`config.mk`:
```
export PLATFORM = sky130hd
export DESIGN_NAME = udsf_status_frame
export DESIGN_NICKNAME = d
export VERILOG_FILES = /design/src/shared/udsf_pkg.sv /design/src/hdl/udsf_sof_timer.sv /design/src/hdl/udsf_status_frame.sv
export VERILOG_INCLUDE_DIRS = /design/src /design/src/shared
export SDC_FILE = /design/constraint.sdc
export NUM_CORES = 1
export LEC_CHECK = 0
export BUFFER_PORTS_ARGS = -buffer_cell sky130_fd_sc_hd__buf_2
export CAP_MARGIN = 20
export CORE_MARGIN = 8
export CORE_UTILIZATION = 56
export CTS_CLUSTER_SIZE = 28
export DETAILED_ROUTE_END_ITERATION = 12
export GPL_TIMING_DRIVEN = 0
export HOLD_SLACK_MARGIN = 0.03
export PLACE_DENSITY = 0.92
export SLEW_MARGIN = 5
export SYNTH_ARGS = -nofsm -noshare
export SYNTH_HDL_FRONTEND = slang
export SYNTH_SLANG_ARGS = --single-unit
```
`constraint.sdc`:
```
create_clock -name i_core_clk -period 3.55 [get_ports i_core_clk]
set_clock_uncertainty 0.2 [all_clocks]
set_input_delay 0.355 -clock i_core_clk [delete_from_list [all_inputs] [get_ports i_core_clk]]
set_output_delay 0.355 -clock i_core_clk [all_outputs]
set_load 0.01 [all_outputs]
```
`src/shared/udsf_map.svh`:
```
/*
  Address map, field positions, reset values and timing figures for the
  device status and frame tracking registers.
  Assumes byte addresses on the parallel host port.
*/
`ifndef UDSF_MAP_SVH
`define UDSF_MAP_SVH

`define UDSF_STATUS_ADDR0   16'hc090
`define UDSF_STATUS_ADDR1   16'hc0b0
`define UDSF_FRAME_ADDR0    16'hc092
`define UDSF_FRAME_ADDR1    16'hc0b2
`define UDSF_COUNT_ADDR0    16'hc094
`define UDSF_COUNT_ADDR1    16'hc0b4

`define UDSF_ST_VBUS_BIT    15
`define UDSF_ST_ID_BIT      14
`define UDSF_ST_SOF_BIT     9
`define UDSF_ST_RST_BIT     8
`define UDSF_ST_EP_LSB      0
`define UDSF_EP_NUM         8

`define UDSF_ST_MASK_DEV1   16'hc3ff
`define UDSF_ST_MASK_DEV2   16'h03ff
`define UDSF_ST_RESET       16'h0000

`define UDSF_FR_TMO_BIT     15
`define UDSF_FR_CNT_LSB     12
`define UDSF_FR_CNT_MSB     14
`define UDSF_FR_FRAME_MSB   10
`define UDSF_FR_CNT_MAX     3'h7
`define UDSF_FR_CNT_ONE     3'h1
`define UDSF_FR_CNT_ZERO    3'h0
`define UDSF_FRAME_RESET    11'h000

`define UDSF_COUNT_MSB      13
`define UDSF_COUNT_RESET    14'h2ee0
`define UDSF_COUNT_ONE      14'h0001

`define UDSF_CORE_MHZ       8'h7d
`define UDSF_TICK_MHZ       8'h0c
`define UDSF_ACC_RESET      8'h00

`define UDSF_WORD_ZERO      16'h0000

`endif

```
`src/shared/udsf_pkg.sv`:
```
/*
  Types shared by the status/frame register block and its interval timer.
  Assumes udsf_map.svh supplies the numeric constants.
*/
package udsf_pkg;
  typedef logic [15:0]       udsf_word_t;
  typedef logic [13:0]       udsf_count_t;
  typedef logic [10:0]       udsf_frame_t;
  typedef logic [1:0][10:0]  udsf_frame2_t;
  typedef logic [15:0]       udsf_ep2_t;
  typedef enum logic [0:0] {
    UDSF_DEV_FIRST,
    UDSF_DEV_SECOND
  } udsf_dev_e;
endpackage : udsf_pkg
```
`src/hdl/udsf_sof_timer.sv`:
```
/*
  SOF/EOP interval down counter for one device instance.
  Assumes i_tick is a one-cycle pulse at the 12 MHz rate and i_restart
  marks each received SOF/EOP.
*/
`timescale 1ns/1ns
`include "udsf_map.svh"

module udsf_sof_timer (
  input  wire logic                i_core_clk,
  input  wire logic                i_rst,
  input  wire logic                i_tick,
  input  wire logic                i_restart,
  input  wire logic                i_load,
  input  wire udsf_pkg::udsf_count_t i_load_val,
  output logic                     o_timeout
);
  import udsf_pkg::*;

  udsf_count_t reload_q;
  udsf_count_t cnt_q;
  logic        timeout_q;

  always_ff @(posedge i_core_clk) begin
    if (i_rst) begin
      reload_q <= `UDSF_COUNT_RESET;
    end else if (i_load) begin
      reload_q <= i_load_val;
    end
  end

  // a timeout reloads and keeps running, so repeated misses keep counting
  always_ff @(posedge i_core_clk) begin
    if (i_rst) begin
      cnt_q     <= `UDSF_COUNT_RESET;
      timeout_q <= 1'b0;
    end else begin
      timeout_q <= 1'b0;
      if (i_load) begin
        cnt_q <= i_load_val;
      end else if (i_restart) begin
        cnt_q <= reload_q;
      end else if (i_tick) begin
        if (cnt_q <= `UDSF_COUNT_ONE) begin
          cnt_q     <= reload_q;
          timeout_q <= 1'b1;
        end else begin
          cnt_q <= cnt_q - `UDSF_COUNT_ONE;
        end
      end
    end
  end

  assign o_timeout = timeout_q;
endmodule : udsf_sof_timer

```
`src/hdl/udsf_status_frame.sv`:
```
/*
  Device status, frame number and SOF/EOP count registers for the two
  device instances of a USB peripheral engine, reached over the parallel
  host port.
  Assumes all inputs are synchronous to i_core_clk, event inputs are
  one-cycle pulses, and enables come from registers held elsewhere.
*/
// Functional notes
// - writing one clears a status flag
// - status register read/write over host port
// - VBUS flag on both 4.4V crossings
// - VBUS and ID flags first instance only
// - ID flag on both ID pin edges
// - bit 9 set on SOF/EOP received
// - bit 8 set on USB bus reset
// - endpoint flags on ACK/STALL/timeout/exception
// - NAK also sets flag when enabled
// - read-only frame number registers per instance
// - frame register carries timeout count
// - frame bit 15 flags SOF/EOP timeout
// - write-only interval count registers per instance
// - status register addresses per instance
// - 3-bit timeout counter, cleared by SOF/EOP
// - interval counter decrements at 12 MHz
// - frame keeps last value on timeout
`timescale 1ns/1ns
`include "udsf_map.svh"

module udsf_status_frame (
  input  wire logic                   i_core_clk,
  input  wire logic                   i_rst,
  // parallel host port
  input  wire udsf_pkg::udsf_word_t   i_hp_addr,
  input  wire logic                   i_hp_wr,
  input  wire logic                   i_hp_rd,
  input  wire udsf_pkg::udsf_word_t   i_hp_wdata,
  output udsf_pkg::udsf_word_t        o_hp_rdata,
  output logic                        o_hp_rvalid,
  // first_otg_port sense and its interrupt enables
  input  wire logic                   i_vbus_valid,
  input  wire logic                   i_otg_id,
  input  wire logic                   i_vbus_ie,
  input  wire logic                   i_id_ie,
  // per instance bus events, bit d is instance d
  input  wire logic [1:0]             i_sof_eop,
  input  wire logic [1:0]             i_sof_frame_vld,
  input  wire udsf_pkg::udsf_frame2_t i_sof_frame,
  input  wire logic [1:0]             i_low_speed,
  input  wire logic [1:0]             i_usb_reset,
  input  wire logic [1:0]             i_sof_tmo_ie,
  // per endpoint events, bit d*8+ep
  input  wire udsf_pkg::udsf_ep2_t    i_ep_ack,
  input  wire udsf_pkg::udsf_ep2_t    i_ep_stall,
  input  wire udsf_pkg::udsf_ep2_t    i_ep_tmo,
  input  wire udsf_pkg::udsf_ep2_t    i_ep_in_err,
  input  wire udsf_pkg::udsf_ep2_t    i_ep_out_err,
  input  wire udsf_pkg::udsf_ep2_t    i_ep_nak,
  input  wire udsf_pkg::udsf_ep2_t    i_ep_nak_ie,
  // timeout pulse per instance, for the interrupt logic outside
  output logic [1:0]                  o_sof_timeout
);
  import udsf_pkg::*;

  // 12 MHz tick from the 125 MHz core clock by fractional accumulation
  logic [7:0] acc_q;
  logic [7:0] acc_sum;
  logic       tick_q;

  assign acc_sum = acc_q + `UDSF_TICK_MHZ;

  always_ff @(posedge i_core_clk) begin
    if (i_rst) begin
      acc_q  <= `UDSF_ACC_RESET;
      tick_q <= 1'b0;
    end else if (acc_sum >= `UDSF_CORE_MHZ) begin
      acc_q  <= acc_sum - `UDSF_CORE_MHZ;
      tick_q <= 1'b1;
    end else begin
      acc_q  <= acc_sum;
      tick_q <= 1'b0;
    end
  end

  // OTG edge detectors; primed after reset so the first sample is no edge
  logic prime_q;
  logic vbus_prev_q;
  logic id_prev_q;
  logic vbus_edge;
  logic id_edge;

  always_ff @(posedge i_core_clk) begin
    if (i_rst) begin
      prime_q     <= 1'b0;
      vbus_prev_q <= 1'b0;
      id_prev_q   <= 1'b0;
    end else begin
      prime_q     <= 1'b1;
      vbus_prev_q <= i_vbus_valid;
      id_prev_q   <= i_otg_id;
    end
  end

  assign vbus_edge = prime_q & (vbus_prev_q ^ i_vbus_valid) & i_vbus_ie;
  assign id_edge   = prime_q & (id_prev_q ^ i_otg_id) & i_id_ie;

  // per instance register state, unpacked so each instance drives its own
  udsf_word_t  stat_q [2];
  udsf_frame_t frame_q [2];
  logic [2:0]  tcnt_q [2];
  logic [1:0]  tflag_q;
  logic [1:0]  tmo_pulse;
  logic [1:0]  tmo_q;

  genvar d;
  generate
    for (d = 0; d < 2; d++) begin : g_dev
      localparam udsf_word_t STAT_A  = (d == 0) ? `UDSF_STATUS_ADDR0 : `UDSF_STATUS_ADDR1;
      localparam udsf_word_t COUNT_A = (d == 0) ? `UDSF_COUNT_ADDR0 : `UDSF_COUNT_ADDR1;
      localparam udsf_word_t MASK    = (d == 0) ? `UDSF_ST_MASK_DEV1 : `UDSF_ST_MASK_DEV2;

      logic [7:0]  ep_evt;
      udsf_word_t  set_vec;
      udsf_word_t  clr_vec;
      logic        stat_wr;
      logic        count_wr;

      assign stat_wr  = i_hp_wr & (i_hp_addr == STAT_A);
      assign count_wr = i_hp_wr & (i_hp_addr == COUNT_A);

      assign ep_evt = i_ep_ack[d*8 +: 8] | i_ep_stall[d*8 +: 8]
                    | i_ep_tmo[d*8 +: 8] | i_ep_in_err[d*8 +: 8]
                    | i_ep_out_err[d*8 +: 8]
                    | (i_ep_nak[d*8 +: 8] & i_ep_nak_ie[d*8 +: 8]);

      always_comb begin
        set_vec = `UDSF_WORD_ZERO;
        set_vec[`UDSF_ST_EP_LSB +: `UDSF_EP_NUM] = ep_evt;
        set_vec[`UDSF_ST_SOF_BIT] = i_sof_eop[d];
        set_vec[`UDSF_ST_RST_BIT] = i_usb_reset[d];
        if (d == 0) begin
          set_vec[`UDSF_ST_VBUS_BIT] = vbus_edge;
          set_vec[`UDSF_ST_ID_BIT]   = id_edge;
        end
      end

      // reserved positions, and OTG bits of the second instance, never hold
      // a one whatever software writes there
      assign clr_vec = stat_wr ? i_hp_wdata : `UDSF_WORD_ZERO;

      always_ff @(posedge i_core_clk) begin
        if (i_rst) begin
          stat_q[d] <= `UDSF_ST_RESET;
        end else begin
          stat_q[d] <= ((stat_q[d] & ~clr_vec) | set_vec) & MASK;
        end
      end

      // frame field follows full speed SOF packets only
      always_ff @(posedge i_core_clk) begin
        if (i_rst) begin
          frame_q[d] <= `UDSF_FRAME_RESET;
        end else if (i_sof_frame_vld[d] && !i_low_speed[d]) begin
          frame_q[d] <= i_sof_frame[d];
        end
      end

      udsf_sof_timer u_timer (
        .i_core_clk (i_core_clk),
        .i_rst      (i_rst),
        .i_tick     (tick_q),
        .i_restart  (i_sof_eop[d]),
        .i_load     (count_wr),
        .i_load_val (i_hp_wdata[`UDSF_COUNT_MSB:0]),
        .o_timeout  (tmo_pulse[d])
      );

      // a timeout in the same cycle as an SOF/EOP is kept, not lost
      always_ff @(posedge i_core_clk) begin
        if (i_rst) begin
          tcnt_q[d]  <= `UDSF_FR_CNT_ZERO;
          tflag_q[d] <= 1'b0;
        end else if (i_sof_tmo_ie[d]) begin
          if (tmo_pulse[d]) begin
            tflag_q[d] <= 1'b1;
            if (tcnt_q[d] != `UDSF_FR_CNT_MAX) begin
              tcnt_q[d] <= tcnt_q[d] + `UDSF_FR_CNT_ONE;
            end
          end else if (i_sof_eop[d]) begin
            tcnt_q[d]  <= `UDSF_FR_CNT_ZERO;
            tflag_q[d] <= 1'b0;
          end
        end
      end
    end
  endgenerate

  always_ff @(posedge i_core_clk) begin
    if (i_rst) begin
      tmo_q <= 2'h0;
    end else begin
      tmo_q <= tmo_pulse & i_sof_tmo_ie;
    end
  end

  assign o_sof_timeout = tmo_q;

  // read port; the count and unmapped locations read zero
  udsf_word_t rdata_d;
  udsf_word_t rdata_q;
  logic       rvalid_q;

  function automatic udsf_word_t frame_word(input logic        flag,
                                            input logic [2:0]  cnt,
                                            input udsf_frame_t fr);
    udsf_word_t w;
    w = `UDSF_WORD_ZERO;
    w[`UDSF_FR_TMO_BIT] = flag;
    w[`UDSF_FR_CNT_MSB:`UDSF_FR_CNT_LSB] = cnt;
    w[`UDSF_FR_FRAME_MSB:0] = fr;
    return w;
  endfunction : frame_word

  always_comb begin
    if (i_hp_addr == `UDSF_STATUS_ADDR0) begin
      rdata_d = stat_q[0];
    end else if (i_hp_addr == `UDSF_STATUS_ADDR1) begin
      rdata_d = stat_q[1];
    end else if (i_hp_addr == `UDSF_FRAME_ADDR0) begin
      rdata_d = frame_word(tflag_q[0], tcnt_q[0], frame_q[0]);
    end else if (i_hp_addr == `UDSF_FRAME_ADDR1) begin
      rdata_d = frame_word(tflag_q[1], tcnt_q[1], frame_q[1]);
    end else begin
      rdata_d = `UDSF_WORD_ZERO;
    end
  end

  always_ff @(posedge i_core_clk) begin
    if (i_rst) begin
      rdata_q  <= `UDSF_WORD_ZERO;
      rvalid_q <= 1'b0;
    end else begin
      rvalid_q <= i_hp_rd;
      if (i_hp_rd) begin
        rdata_q <= rdata_d;
      end
    end
  end

  assign o_hp_rdata  = rdata_q;
  assign o_hp_rvalid = rvalid_q;
endmodule : udsf_status_frame

```
### After elaboration in Yosys (flattened, before gate mapping)

Memories as Yosys holds them, arrays and structs flattened.
Index checks and enable logic that the tools add are counted.

| word-level totals | value |
|---|---|
| RAM bits | 52 |
| word-level logic and storage cells | 145 |
| flip-flop bits (word level) | 91 |
| output and inout bits | 19 |
| memory bits (read-only) | 0 |
| input port bits | 184 |
| latch bits | 0 |
| memories kept | 3 |

Memory list:

| memory | depth | width | rd ports | clocked after memory_dff | wr ports | line | source |
|---|---|---|---|---|---|---|---|
| stat_q | 2 | 12 | 2 | 0 | 2 | udsf_status_frame.sv:107 | `udsf_word_t stat_q [2];` |
| frame_q | 2 | 11 | 2 | 0 | 2 | udsf_status_frame.sv:108 | `udsf_frame_t frame_q [2];` |
| tcnt_q | 2 | 3 | 2 | 0 | 2 | udsf_status_frame.sv:109 | `logic [2:0] tcnt_q [2];` |

| operators by class | value |
|---|---|
| reductions and logical operators | 12 |
| order comparisons | 3 |
| bitwise gates (word level) | 38 |
| add/sub/neg operators | 6 |
| equality and inequality tests | 8 |
| $mul | 0 |
| div/mod/pow operators | 0 |
| muxes and demuxes | 59 |
| shift operators | 0 |

Operators with widths:

| cell | count |
|---|---|
| two-way mux 14 bit | 8 |
| == test 16 bit (second input constant) | 6 |
| two-way mux 16 bit | 5 |
| bitwise OR 8 bit | 10 |
| two-way mux 1 bit | 36 |
| less-or-equal comparator 14 x 1 -> 1 bit (second input constant) | 2 |
| subtractor 14 x 1 -> 14 bit (second input constant) | 2 |
| two-way mux 12 bit | 2 |
| two-way mux 11 bit | 2 |
| AND 16 bit | 1 |
| AND 8 bit | 2 |
| inverter 16 bit | 1 |
| bitwise OR 16 bit | 1 |
| two-way mux 3 bit | 4 |
| AND 10 bit | 1 |
| two-way mux 10 bit | 1 |
| inverter 10 bit | 1 |
| bitwise OR 10 bit | 1 |
| adder 8 x 4 -> 8 bit (second input constant) | 1 |
| AND 1 bit | 8 |
| greater-or-equal comparator 8 x 7 -> 1 bit (second input constant) | 1 |
| two-way mux 8 bit | 1 |
| bitwise OR 1 bit | 8 |
| OR reduction 4 bit | 2 |
| 11 further kinds | 19 |

### Depth between registers and ports, before layout

Gate-level depths: netlist of the first run.
An unclocked memory read counts as a cell.

| depth | value |
|---|---|
| depth after elaboration | 9 |
| mapped depth | 9 |
| mapped depth without buffers | 8 |

### Cells and area by module

Synthesis of the first run repeated with hierarchy kept, for this count alone.

| second synthesis, totals | value |
|---|---|
| cell total of the unflattened synthesis | 798 |
| area total of the unflattened synthesis | 7190.6 um^2 |

Modules (own cells, without submodules):

| module | times used | sequential area each (um^2) | cells an instance | area an instance (um^2) |
|---|---|---|---|---|
| udsf_status_frame | 1 | 1921.8 | 402 | 3865.0 |
| udsf_sof_timer | 2 | 580.6 | 198 | 1662.8 |

### Worst setup path before layout of the first run

Ideal clock, no wire load.

| timing | value |
|---|---|
| path kind | register -> register |
| start | reg g_dev[0].u_timer.cnt_q[0] |
| end | reg g_dev[0].u_timer.cnt_q[12] |
| stages on the path, launching flop included | 9 |
| arrival time | 2.153 ns |
| slack | 1.119 ns |
| period minus slack after synthesis | 2.431 ns |
| cell sequence | dfxtp_1 -> inv_1 -> ha_1 -> or3b_2 -> or3_4 -> o32a_1 -> o221ai_1 -> nor2_1 -> nor3_1 |

| on the way | value |
|---|---|
| longest elaborated chain between the ends | 5 |

Ends and longest elaborated chain:

| what | line | source |
|---|---|---|
| from (decl) | udsf_sof_timer.sv:21 | `udsf_count_t cnt_q;` |
| from (signal assigned) | udsf_sof_timer.sv:35 | `` cnt_q <= `UDSF_COUNT_RESET; `` |
| from (signal assigned) | udsf_sof_timer.sv:40 | `cnt_q <= i_load_val;` |
| from (signal assigned) | udsf_sof_timer.sv:42 | `cnt_q <= reload_q;` |
| subtractor 14 x 1 -> 14 bit (no line) or less-or-equal comparator 14 x 1 -> 1 bit (tied branches) | - |  |
| two-way mux 14 bit * | udsf_sof_timer.sv:44 | `` if (cnt_q <= `UDSF_COUNT_ONE) begin `` |
| two-way mux 14 bit * | udsf_sof_timer.sv:43 | `end else if (i_tick) begin` |
| two-way mux 14 bit * | udsf_sof_timer.sv:41 | `end else if (i_restart) begin` |
| two-way mux 14 bit * | udsf_sof_timer.sv:39 | `if (i_load) begin` |

Every way passes the cells marked *; elsewhere a longest branch is shown, timed or not. The select of a mux whose other input is x is not followed.
A chain may end at the register's enable or synchronous reset.

==> results.tsv, run 1 <==
metric	value	unit
status	completed	
slew_viol_final	0	
fin_crit_sh	95.2	%
yosysTopAreaCell	dfxtp_1	
yosys.cell_types.count	70	
dr.first_iter.drc_count	1175	
cp_slowest_stage_delay	0.61	ns
num_vias	8103	
grt.total_usage	35.1	%
cap_violations	0	
io_pins	203	
cp.depth	8	
holdPathStages	2	
hold_viol_final	0	
cp_cell_sequence	buf_2, nor4b_1, nand4_1, nor3_2, nand3_1, o21ai_0, a31oi_1, dlygate4sd3_1	
wl_per_cell	23.0	um
criticalPathCategory	input pin to flop	
top_usage_layer	met2	
route.detailed.drc	0	
yosysMostFrequentCell	dfxtp_1	
gp_congestion	0.963	
layout-drive-gt1-share	23.9	%
ys_warn_count	0	
clock_path_buffers	2	
routed_via_density	6.45	
min-delay-start	i_sof_frame[5]	
reg2regPathDepth	8	
whs_endpoint	frame_q[0][5]$_SDFFCE_PN0P_	
routed_wl	28900	um
p_comb_share	13.3	%
grt_pass1_vias	8123	
finalSetupViolCount	0	
synthToLayoutAreaGrowth	34.9	%
antenna_left	0	
drt-pass1-iter-count	6	
die_h	128	um
n_fill_cell	730	
min_path_type	input pin to flop	
antenna_found_initial	3	
cts_buffers	17	
core	12100	um^2
cp.arrival	3.51	ns
power	0.00420	W
required	3.67	ns
hpwl	17500	um
htreeDepth	4	
synth_area_per_cell	8.78	um^2
synth_edf_count	28	
cts_resized	0	
crit_fanout	10	
start_util	57.7	%
r2r-end	g_dev[1].u_timer.cnt_q[5]$_SDFFE_PP1P_	
slew_headroom	38.3	%
vdd_ir_drop_max	0.000342	V
yosysSeqAreaShare	44.1	%
use_met1	35.0	%
worst_slew_pin_slew	0.920	ns
leakage	3.99	nW
rsz0062_at_grt	no	
cts_sinks	140	
ys_ff_latch	140	
cellPowerDensity	446	nW/um^2
grt_max_degree	17	
yosysTopAreaCellShare	32.1	%
clk_latency	0.45	ns
p_sw_share	26.3	%
tns	0	ns
r2r-start	g_dev[1].u_timer.cnt_q[0]$_SDFFE_PP0P_	
dieArea	16300	um^2
std_cell_rows	40	
met2_usage	59.1	%
cts_tree	done	
period_needed	3.38	ns
die_x	128	um
netlist_area	6980	um^2
start_kind	input pin	
grt_pass1_wl	43700	um
async_flop_share	0	%
path_clk_slew	0.07	ns
p_int	0.00309	W
ff2ff_setup_slack	0.39	ns
synth.area.top_cells	dfxtp_1 32%, edfxtp_1 12%, nand2_1 5.4%	
yosys-top-cells-count	112 x dfxtp_1, 101 x nand2_1, 55 x nor2_1	
critPathBufInv	2	
synth-main-ff-cell	dfxtp_1	
syn_inst	795	
fin_nets	1269	
cp_top_family	simple AND/OR/NAND/NOR gates	
ctsHoldBuffers	63	
sequentialPowerShare	41.8	%
max_freq	296	MHz
p_switching	0.00110	W
syn_nets	990	
overflow	0	
grtUsageMet3	11.4	%
crit_slowest_cell	nor3_2	
io_buffers	197	
clockPowerShare	44.9	%
ctsRootBufferMaster	clkbuf_16	
cp-end-kind	flop	
cts_setup_buffers	0	
[metrics by stage]
step	area [um^2]	cells	worst slack (ns)	util, %	hold slack (ns)
2_1_floorplan	6980	795	1.12	-	0.207
3_3_place_gp	8180	1160	0.722	67.5	0.224
3_5_place_dp	8180	1160	0.639	67.5	0.231
4_1_cts	9410	1255	0.577	77.7	0.0301
5_1_grt	9420	1257	0.0143	77.8	0.0315
6_report	9420	1257	0.169	77.8	0.0276
[how the worst max path moves through the flow]
| stage | startpoint | to | slack [ns] |
|---|---|---|---|
| floorplan | g_dev[0].u_timer.cnt_q[0]$_SDFFE_PP0P_ | g_dev[0].u_timer.cnt_q[12]$_SDFFE_PP0P_ | 1.12 |
| global placement | i_hp_addr[6] | o_hp_rdata[5]$_SDFFE_PP0P_ | 0.72 |
| detailed placement | i_hp_addr[6] | o_hp_rdata[6]$_SDFFE_PP0P_ | 0.64 |
| CTS | i_hp_addr[6] | stat_q[1][1]$_SDFF_PP0_ | 0.58 |
| global route | i_hp_addr[6] | stat_q[1][3]$_SDFF_PP0_ | 0.01 |
| finish | i_hp_addr[6] | stat_q[1][3]$_SDFF_PP0_ | 0.17 |
[cells by family after synthesis]
logic type	count (synthesis)	share of synthesized area [%]
other	1	0.0537
muxes	24	4.66
DFF	140	44.1
adders and majority gates	11	1.97
buffers and inverters	79	4.64
and+or+nand+nor	320	23.0
AOI/OAI and AO/OA	203	19.4
xor gates and xnor gates	17	2.13
[cell type report]
cell class	count	area, um^2	share of cell area [%]
Tap cell	168	210	2.23
Clock inverter	10	140	1.49
Inverter	25	93.8	0.996
Clock buffer	22	464	4.93
Antenna cell	2	5.00	0.0531
Multi-Input combinational cell	576	3580	38.0
Sequential cell	140	3080	32.7
Buffer	54	230	2.44
Timing Repair Buffer	260	1620	17.2
[cells in the final DEF (no fill, tap or decap), types with 4 or more instances in the layout]
cell and count:
buf_2 198, dfxtp_1 112, nand2_1 101, dlygate4sd3_1 63, nor2_1 55, a21oi_1 50, clkbuf_1 45, o21ai_0 38
nor3_1 30, and2_1 29, a211oi_1 28, edfxtp_1 28, nand3_1 27, inv_1 25, a31oi_1 18, nor4_1 17
clkbuf_16 17, mux2i_1 13, o211ai_1 11, ha_1 11, xnor2_1 9, nand2b_1 8, xor2_1 8, or4_1 8
nand4_1 7, o211a_1 7, buf_1 7, mux4_2 6, nor2b_1 6, o31ai_1 6, o221ai_1 5, nor3b_1 5
or2_2 5, a21o_1 5, a22oi_1 4, mux2_2 4, or3_1 4, and3_1 4, a211o_1 4
[registers in the layout, indices dropped and copies added (netlist names), 2 cells and up]
register and cells:
stat_q 22, g_dev.u_timer.o_timeout 2, tflag_q 2, g_dev.u_timer.cnt_q 28
g_dev.u_timer.reload_q 28, frame_q 22, tcnt_q 6, acc_q 8
o_sof_timeout 2, o_hp_rdata 15
[power groups by stage]
stage	logic, W	clock network, W	registers (W)
floorplan	0.000266	0	0.00176
global placement	0.000446	0	0.00177
detailed placement	0.000458	0	0.00177
CTS	0.000517	0.00184	0.00174
global route	0.000587	0.00194	0.00176
finish	0.000557	0.00189	0.00175
[per-layer routing]
| metal | share of wire, % | vias up | wire (um) |
|---|---|---|---|
| met5 | 0.048 | - | 14 |
| met4 | 9.5 | 2 | 2740 |
| met3 | 11 | 241 | 3210 |
| met2 | 47 | 740 | 13500 |
| met1 | 33 | 3665 | 9400 |
| li1 | - | 3455 | - |
(Power assumes the default switching activity.)
==> run 2, diff against run 1 <==
--- a/config.mk
+++ b/config.mk
@@ -9,12 +9,12 @@
 export BUFFER_PORTS_ARGS = -buffer_cell sky130_fd_sc_hd__buf_2
 export CAP_MARGIN = 20
 export CORE_MARGIN = 8
-export CORE_UTILIZATION = 56
+export CORE_UTILIZATION = 52
 export CTS_CLUSTER_SIZE = 28
 export DETAILED_ROUTE_END_ITERATION = 12
 export GPL_TIMING_DRIVEN = 0
 export HOLD_SLACK_MARGIN = 0.03
-export PLACE_DENSITY = 0.92
+export PLACE_DENSITY = 0.87
 export SLEW_MARGIN = 5
 export SYNTH_ARGS = -nofsm -noshare
 export SYNTH_HDL_FRONTEND = slang
==> constraint.sdc (replaced) <==
create_clock -name i_core_clk -period 3.6 [get_ports i_core_clk]
set_clock_uncertainty 0.2 [all_clocks]
set_input_delay 0.18 -clock i_core_clk [delete_from_list [all_inputs] [get_ports i_core_clk]]
set_output_delay 0.18 -clock i_core_clk [all_outputs]
set_load 0.01 [all_outputs]
==> results.tsv, run 2 (synthesis results as in run 1) <==
metric	value	unit
layout-drive-gt1-share	23.2	%
seq_area	3080	um^2
criticalPathCategory	input pin to flop	
antenna_left	0	
io_pins	203	
status	completed	
leakage	4.16	nW
overflow	0	
gp_congestion	0.977	
final_common_cell	buf_2	
grt_max_degree	17	
required	3.71	ns
multi_input_area	3580	um^2
hpwl	18000	um
min_path_type	input pin to flop	
largestRegisters	g_dev.u_timer.cnt_q x28, g_dev.u_timer.reload_q x28	
dp.cells	1168	
grt_pass1_vias	8400	
top_usage_layer	met2	
cts_setup_buffers	0	
fin_nets	1307	
die_h	132	um
cp.arrival	3.23	ns
vdd_ir_drop_max	0.000342	V
io_buffers	197	
wl_per_cell	22.8	um
rsz0062_at_grt	no	
cp_cell_sequence	buf_2, nor4b_1, nand4_1, nor3_2, nand3_1, o21ai_0, a31oi_1, dlygate4sd3_1	
antenna_found_initial	1	
cts_resized	0	
period_needed	3.13	ns
fin_crit_sh	86.9	%
cp_slowest_stage_delay	0.66	ns
core	13200	um^2
start_util	52.9	%
num_vias	8156	
worst_slew_pin_slew	1.07	ns
dieArea	17400	um^2
dr.first_iter.drc_count	957	
cap_violations	0	
cp-end-kind	flop	
crit_slowest_cell	nor3_2	
hold_viol_final	0	
cp_top_family	simple AND/OR/NAND/NOR gates	
layout_common_cells	198 x buf_2, 112 x dfxtp_1, 101 x nand2_1, 101 x dlygate4sd3_1, 55 x nor2_1	
critPathBufInv	2	
power	0.00420	W
routed_via_density	6.27	
synthToLayoutAreaGrowth	40.7	%
grt.total_usage	33.0	%
drt-pass1-iter-count	6	
clock_path_buffers	2	
max_freq	320	MHz
start_kind	input pin	
slew_viol_final	0	
met2_usage	56.2	%
die_x	132	um
path_clk_slew	0.06	ns
cts_buffers	17	
cts_sinks	140	
crit_fanout	10	
antenna_cells	0	
std_cell_rows	42	
cellPowerDensity	427	nW/um^2
grtUsageMet3	11.2	%
final_cells	1301	
layout_setup_ws	0.473	ns
routed_wl	29700	um
finalSetupViolCount	0	
ctsHoldBuffers	101	
n_fill_cell	844	
route.detailed.drc	0	
grt_pass1_wl	44900	um
slew_headroom	28.5	%
htreeDepth	4	
preCtsSetupSlack	0.747	ns
tns	0	ns
ctsRootBufferMaster	clkbuf_16	
cts_tree	done	
use_met1	32.8	%
clk_latency	0.43	ns
-- run 2: changes by cell type in the layout (fill, tap and decap cells not counted), sizes merged --
cell	delta
clkbuf	-3
clkinv	-1
clkinvlp	+2
diode	-2
dlygate4sd3	+38
inv	+2
-- run 2: worst paths after layout --
kind | start | endpoint | slack (ns) | cells past startpoint
worst max-delay path | i_hp_addr[6] | stat_q[1][3]$_SDFF_PP0_ | 0.47 | 8
worst min-delay path | i_sof_frame_vld[1] | frame_q[1][10]$_SDFFCE_PN0P_ | 0.11 | 4
worst max register to register | g_dev[1].u_timer.cnt_q[0]$_SDFFE_PP0P_ | g_dev[1].u_timer.cnt_q[5]$_SDFFE_PP1P_ | 0.62 | 8
worst min register to register | g_dev[0].u_timer.reload_q[10]$_SDFFE_PP1P_ | g_dev[0].u_timer.reload_q[10]$_SDFFE_PP1P_ | 0.24 | 2
-- run 2: worst reg2reg max path, delay by kind of cell, from the launching register on --
family	cells	cell delay (ns)
compound gates	4	1.09
buf+inv	2	0.54
simple gates	1	0.33
flops	1	0.41
fa+ha+maj	1	0.24
-- run 2: power by group --
group / switching (W) / internal (W)
sequential: 0.0000572 / 0.00167
clock: 0.000733 / 0.00115
combinational: 0.000308 / 0.000280
total: 0.00110 / 0.00310
-- run 2: per-layer routing --
| metal | wire (um) | vias up |
|---|---|---|
| met2 | 14300 | 709 |
| li1 | - | 3527 |
| met1 | 9720 | 3702 |
| met3 | 3310 | 216 |
| met5 | 13 | - |
| met4 | 2390 | 2 |
-- run 2: cell type report --
type                            instances  share of cell area, %
Buffer                                 54                   2.34
Clock buffer                           19                   4.72
Clock inverter                         13                   1.63
Inverter                               25                  0.955
Multi-Input combinational cell        576                   36.4
Sequential cell                       140                   31.4
Tap cell                              176                   2.24
Timing Repair Buffer                  298                   20.3
-- run 2: metrics by stage --
step	utilization [%]	cell area, um^2	hold WS [ns]
floorplan	-	6980	0.0974
global placement	62.1	8190	0.186
detailed placement	62.1	8190	0.201
CTS	74.5	9820	0.0392
global route	74.5	9820	0.125
finish	74.5	9820	0.111
==> run 3, diff against run 2 <==
--- a/config.mk
+++ b/config.mk
@@ -9,13 +9,14 @@
 export BUFFER_PORTS_ARGS = -buffer_cell sky130_fd_sc_hd__buf_2
 export CAP_MARGIN = 20
 export CORE_MARGIN = 8
-export CORE_UTILIZATION = 52
+export CORE_UTILIZATION = 53
 export CTS_CLUSTER_SIZE = 28
 export DETAILED_ROUTE_END_ITERATION = 12
 export GPL_TIMING_DRIVEN = 0
 export HOLD_SLACK_MARGIN = 0.03
-export PLACE_DENSITY = 0.87
+export PLACE_DENSITY = 0.88
 export SLEW_MARGIN = 5
 export SYNTH_ARGS = -nofsm -noshare
 export SYNTH_HDL_FRONTEND = slang
+export SYNTH_HIERARCHICAL = 1
 export SYNTH_SLANG_ARGS = --single-unit
==> results.tsv, run 3 <==
metric	value	unit
holdPathStages	4	
seq_area	3080	um^2
final_cells	1316	
cts_setup_buffers	0	
cts_tree	done	
worst_slew_pin_slew	1.00	ns
io_buffers	200	
antenna_found_initial	4	
criticalPathCategory	input pin to flop	
die_h	132	um
grt_pass1_wl	50200	um
cts_sinks	140	
r2r-start	acc_q[2]$_SDFF_PP0_	
yosysTopAreaCellShare	31.2	%
yosys.cell_types.count	60	
r2r-end	acc_q[6]$_SDFF_PP0_	
drt-pass1-iter-count	7	
layout-drive-gt1-share	23.7	%
grt_max_degree	17	
fin_nets	1315	
ys_ff_latch	140	
final_area	10100	um^2
grt_pass1_vias	9192	
clock_path_buffers	2	
synth.area.top_cells	dfxtp_1 31%, edfxtp_1 12%, mux2i_1 6.1%	
htreeDepth	4	
tns	0	ns
synth_area_per_cell	9.01	um^2
syn_inst	798	
antenna_left	0	
gp_congestion	0.891	
hold_viol_final	0	
leakage	4.26	nW
whs_endpoint	frame_q[1][10]$_SDFFCE_PN0P_	
start_kind	input pin	
slew_viol_final	0	
required	3.75	ns
n_fill_cell	747	
ctsRootBufferMaster	clkbuf_16	
routed_via_density	6.76	
final_common_cell	buf_2	
routed_wl	32900	um
synth-main-ff-cell	dfxtp_1	
dp.cells	1174	
netlist_area	7190	um^2
grt.total_usage	36.5	%
synthToLayoutAreaGrowth	40.0	%
synth_edf_count	28	
yosysMostFrequentCell	dfxtp_1	
dpl_cell_area	8410	um^2
crit_fanout	10	
min-delay-start	i_sof_frame_vld[1]	
num_vias	8902	
path_clk_slew	0.06	ns
vdd_ir_drop_max	0.000279	V
preCtsSetupSlack	-0.560	ns
layout_common_cells	202 x buf_2, 112 x dfxtp_1, 103 x dlygate4sd3_1, 59 x nor2_1, 44 x mux2i_1	
ys_warn_count	6	
reg2regPathDepth	8	
core	13200	um^2
largestRegisters	g_dev.u_timer/cnt_q x28, g_dev.u_timer/reload_q x28	
ff2ff_setup_slack	0.75	ns
yosys-top-cells-count	112 x dfxtp_1, 59 x nor2_1, 44 x mux2i_1	
io_pins	203	
start_util	54.3	%
wl_per_cell	25.0	um
async_flop_share	0	%
min_path_type	input pin to flop	
syn_nets	993	
hpwl	17700	um
die_x	132	um
max_freq	281	MHz
route.detailed.drc	0	
finalSetupViolCount	0	
std_cell_rows	42	
cts_buffers	17	
dieArea	17600	um^2
cp.arrival	3.70	ns
dr.first_iter.drc_count	1490	
period_needed	3.56	ns
yosysSeqAreaShare	42.9	%
yosysTopAreaCell	dfxtp_1	
cap_violations	0	
overflow	0	
slew_headroom	32.6	%
layout_setup_ws	0.0422	ns
multi_input_area	3730	um^2
cp-end-kind	flop	
fin_crit_sh	98.8	%
clk_latency	0.43	ns
cellPowerDensity	408	nW/um^2
status	completed	
==> run 3: cell types whose count changed in the layout (fill, tap and decap cells not counted), moves of 11 or more <==
cell | previous run | this run
mux2i_1 | 13 | 44
a21oi_1 | 50 | 39
o21ai_1 | 3 | 19
nand3_1 | 27 | 14
nand2_1 | 101 | 38
==> run 3: metrics by stage <==
step | total power (W) | utilization, % | hold WS, ns
6_report | 0.00411 | 76.0 | 0.123
2_1_floorplan | 0.00197 | - | 0.0923
5_1_grt | 0.00418 | 75.9 | 0.140
3_5_place_dp | 0.00216 | 63.5 | 0.230
3_3_place_gp | 0.00215 | 63.5 | 0.217
4_1_cts | 0.00396 | 75.8 | 0.0978
==> run 3: where the power goes <==
| part | leakage (nW) | internal [W] | switching [W] |
|---|---|---|---|
| clock network | 0.292 | 0.00103 | 0.000759 |
| logic | 2.76 | 0.000267 | 0.000323 |
| registers | 1.21 | 0.00167 | 0.0000569 |
| total | 4.26 | 0.00297 | 0.00114 |
==> run 3: logic make-up (layout without fill, tap and decap cells) <==
group,count (synthesis),after routing,synth area share [%]
buffers and inverters,88,423,5.31
other,1,8,0.0522
muxes,48,48,6.75
DFF,140,140,42.9
and+or+nand+nor,270,270,20.5
xor gates and xnor gates,18,18,2.19
AOI/OAI and AO/OA,222,222,20.4
adders and majority gates,11,11,1.91
==> run 3: worst max-delay path, stage by stage <==
cell and delay (ns):
buf_2 0.11, or4_1 0.56, or4_4 0.57, or2_1 0.25, clkbuf_1 0.33, nor2_1 0.21
clkbuf_1 0.35, clkbuf_2 0.31, nor2_1 0.10, a2111oi_0 0.57, o2bb2ai_1 0.16
==> run 3: layer usage <==
layer | global-route usage [%] | part of all wire (%)
met2 | 57.6 | 44
met4 | 33.4 | 11
met5 | 1.46 | 0
met1 | 37.1 | 32
met3 | 13.6 | 13
==> run 3: worst max path at each step <==
stage | endpoint | from | slack [ns] | depth (start not counted)
floorplan | g_dev[1].u_timer/cnt_q[10]$_SDFFE_PP1P_ | i_hp_addr[3] | 0.39 | 11
global placement | g_dev[0].u_timer/cnt_q[10]$_SDFFE_PP1P_ | i_hp_addr[3] | -0.50 | 12
detailed placement | g_dev[0].u_timer/cnt_q[11]$_SDFFE_PP1P_ | i_hp_addr[3] | -0.56 | 12
CTS | g_dev[1].u_timer/cnt_q[10]$_SDFFE_PP1P_ | i_hp_addr[3] | 0.04 | 12
global route | g_dev[0].u_timer/cnt_q[11]$_SDFFE_PP1P_ | i_hp_addr[1] | -0.006 | 10
finish | g_dev[1].u_timer/cnt_q[4]$_SDFFE_PP0P_ | i_hp_addr[3] | 0.04 | 11
==> run 3: layout make-up <==
type                            count  area share (%)
Antenna cell                        7           0.174
Buffer                             53            2.60
Clock buffer                       17            4.23
Clock inverter                     15            1.63
Inverter                           35            1.31
Multi-Input combinational cell    570            37.1
Sequential cell                   140            30.6
Tap cell                          176            2.19
Timing Repair Buffer              303            20.2
==> run 3: timing repair <==
item,in CTS,in global routing
hold endpoints to repair,105,0
gates resized for setup,1,13
cloned,0,0
hold buffers,103,0
setup endpoints to repair,2,45
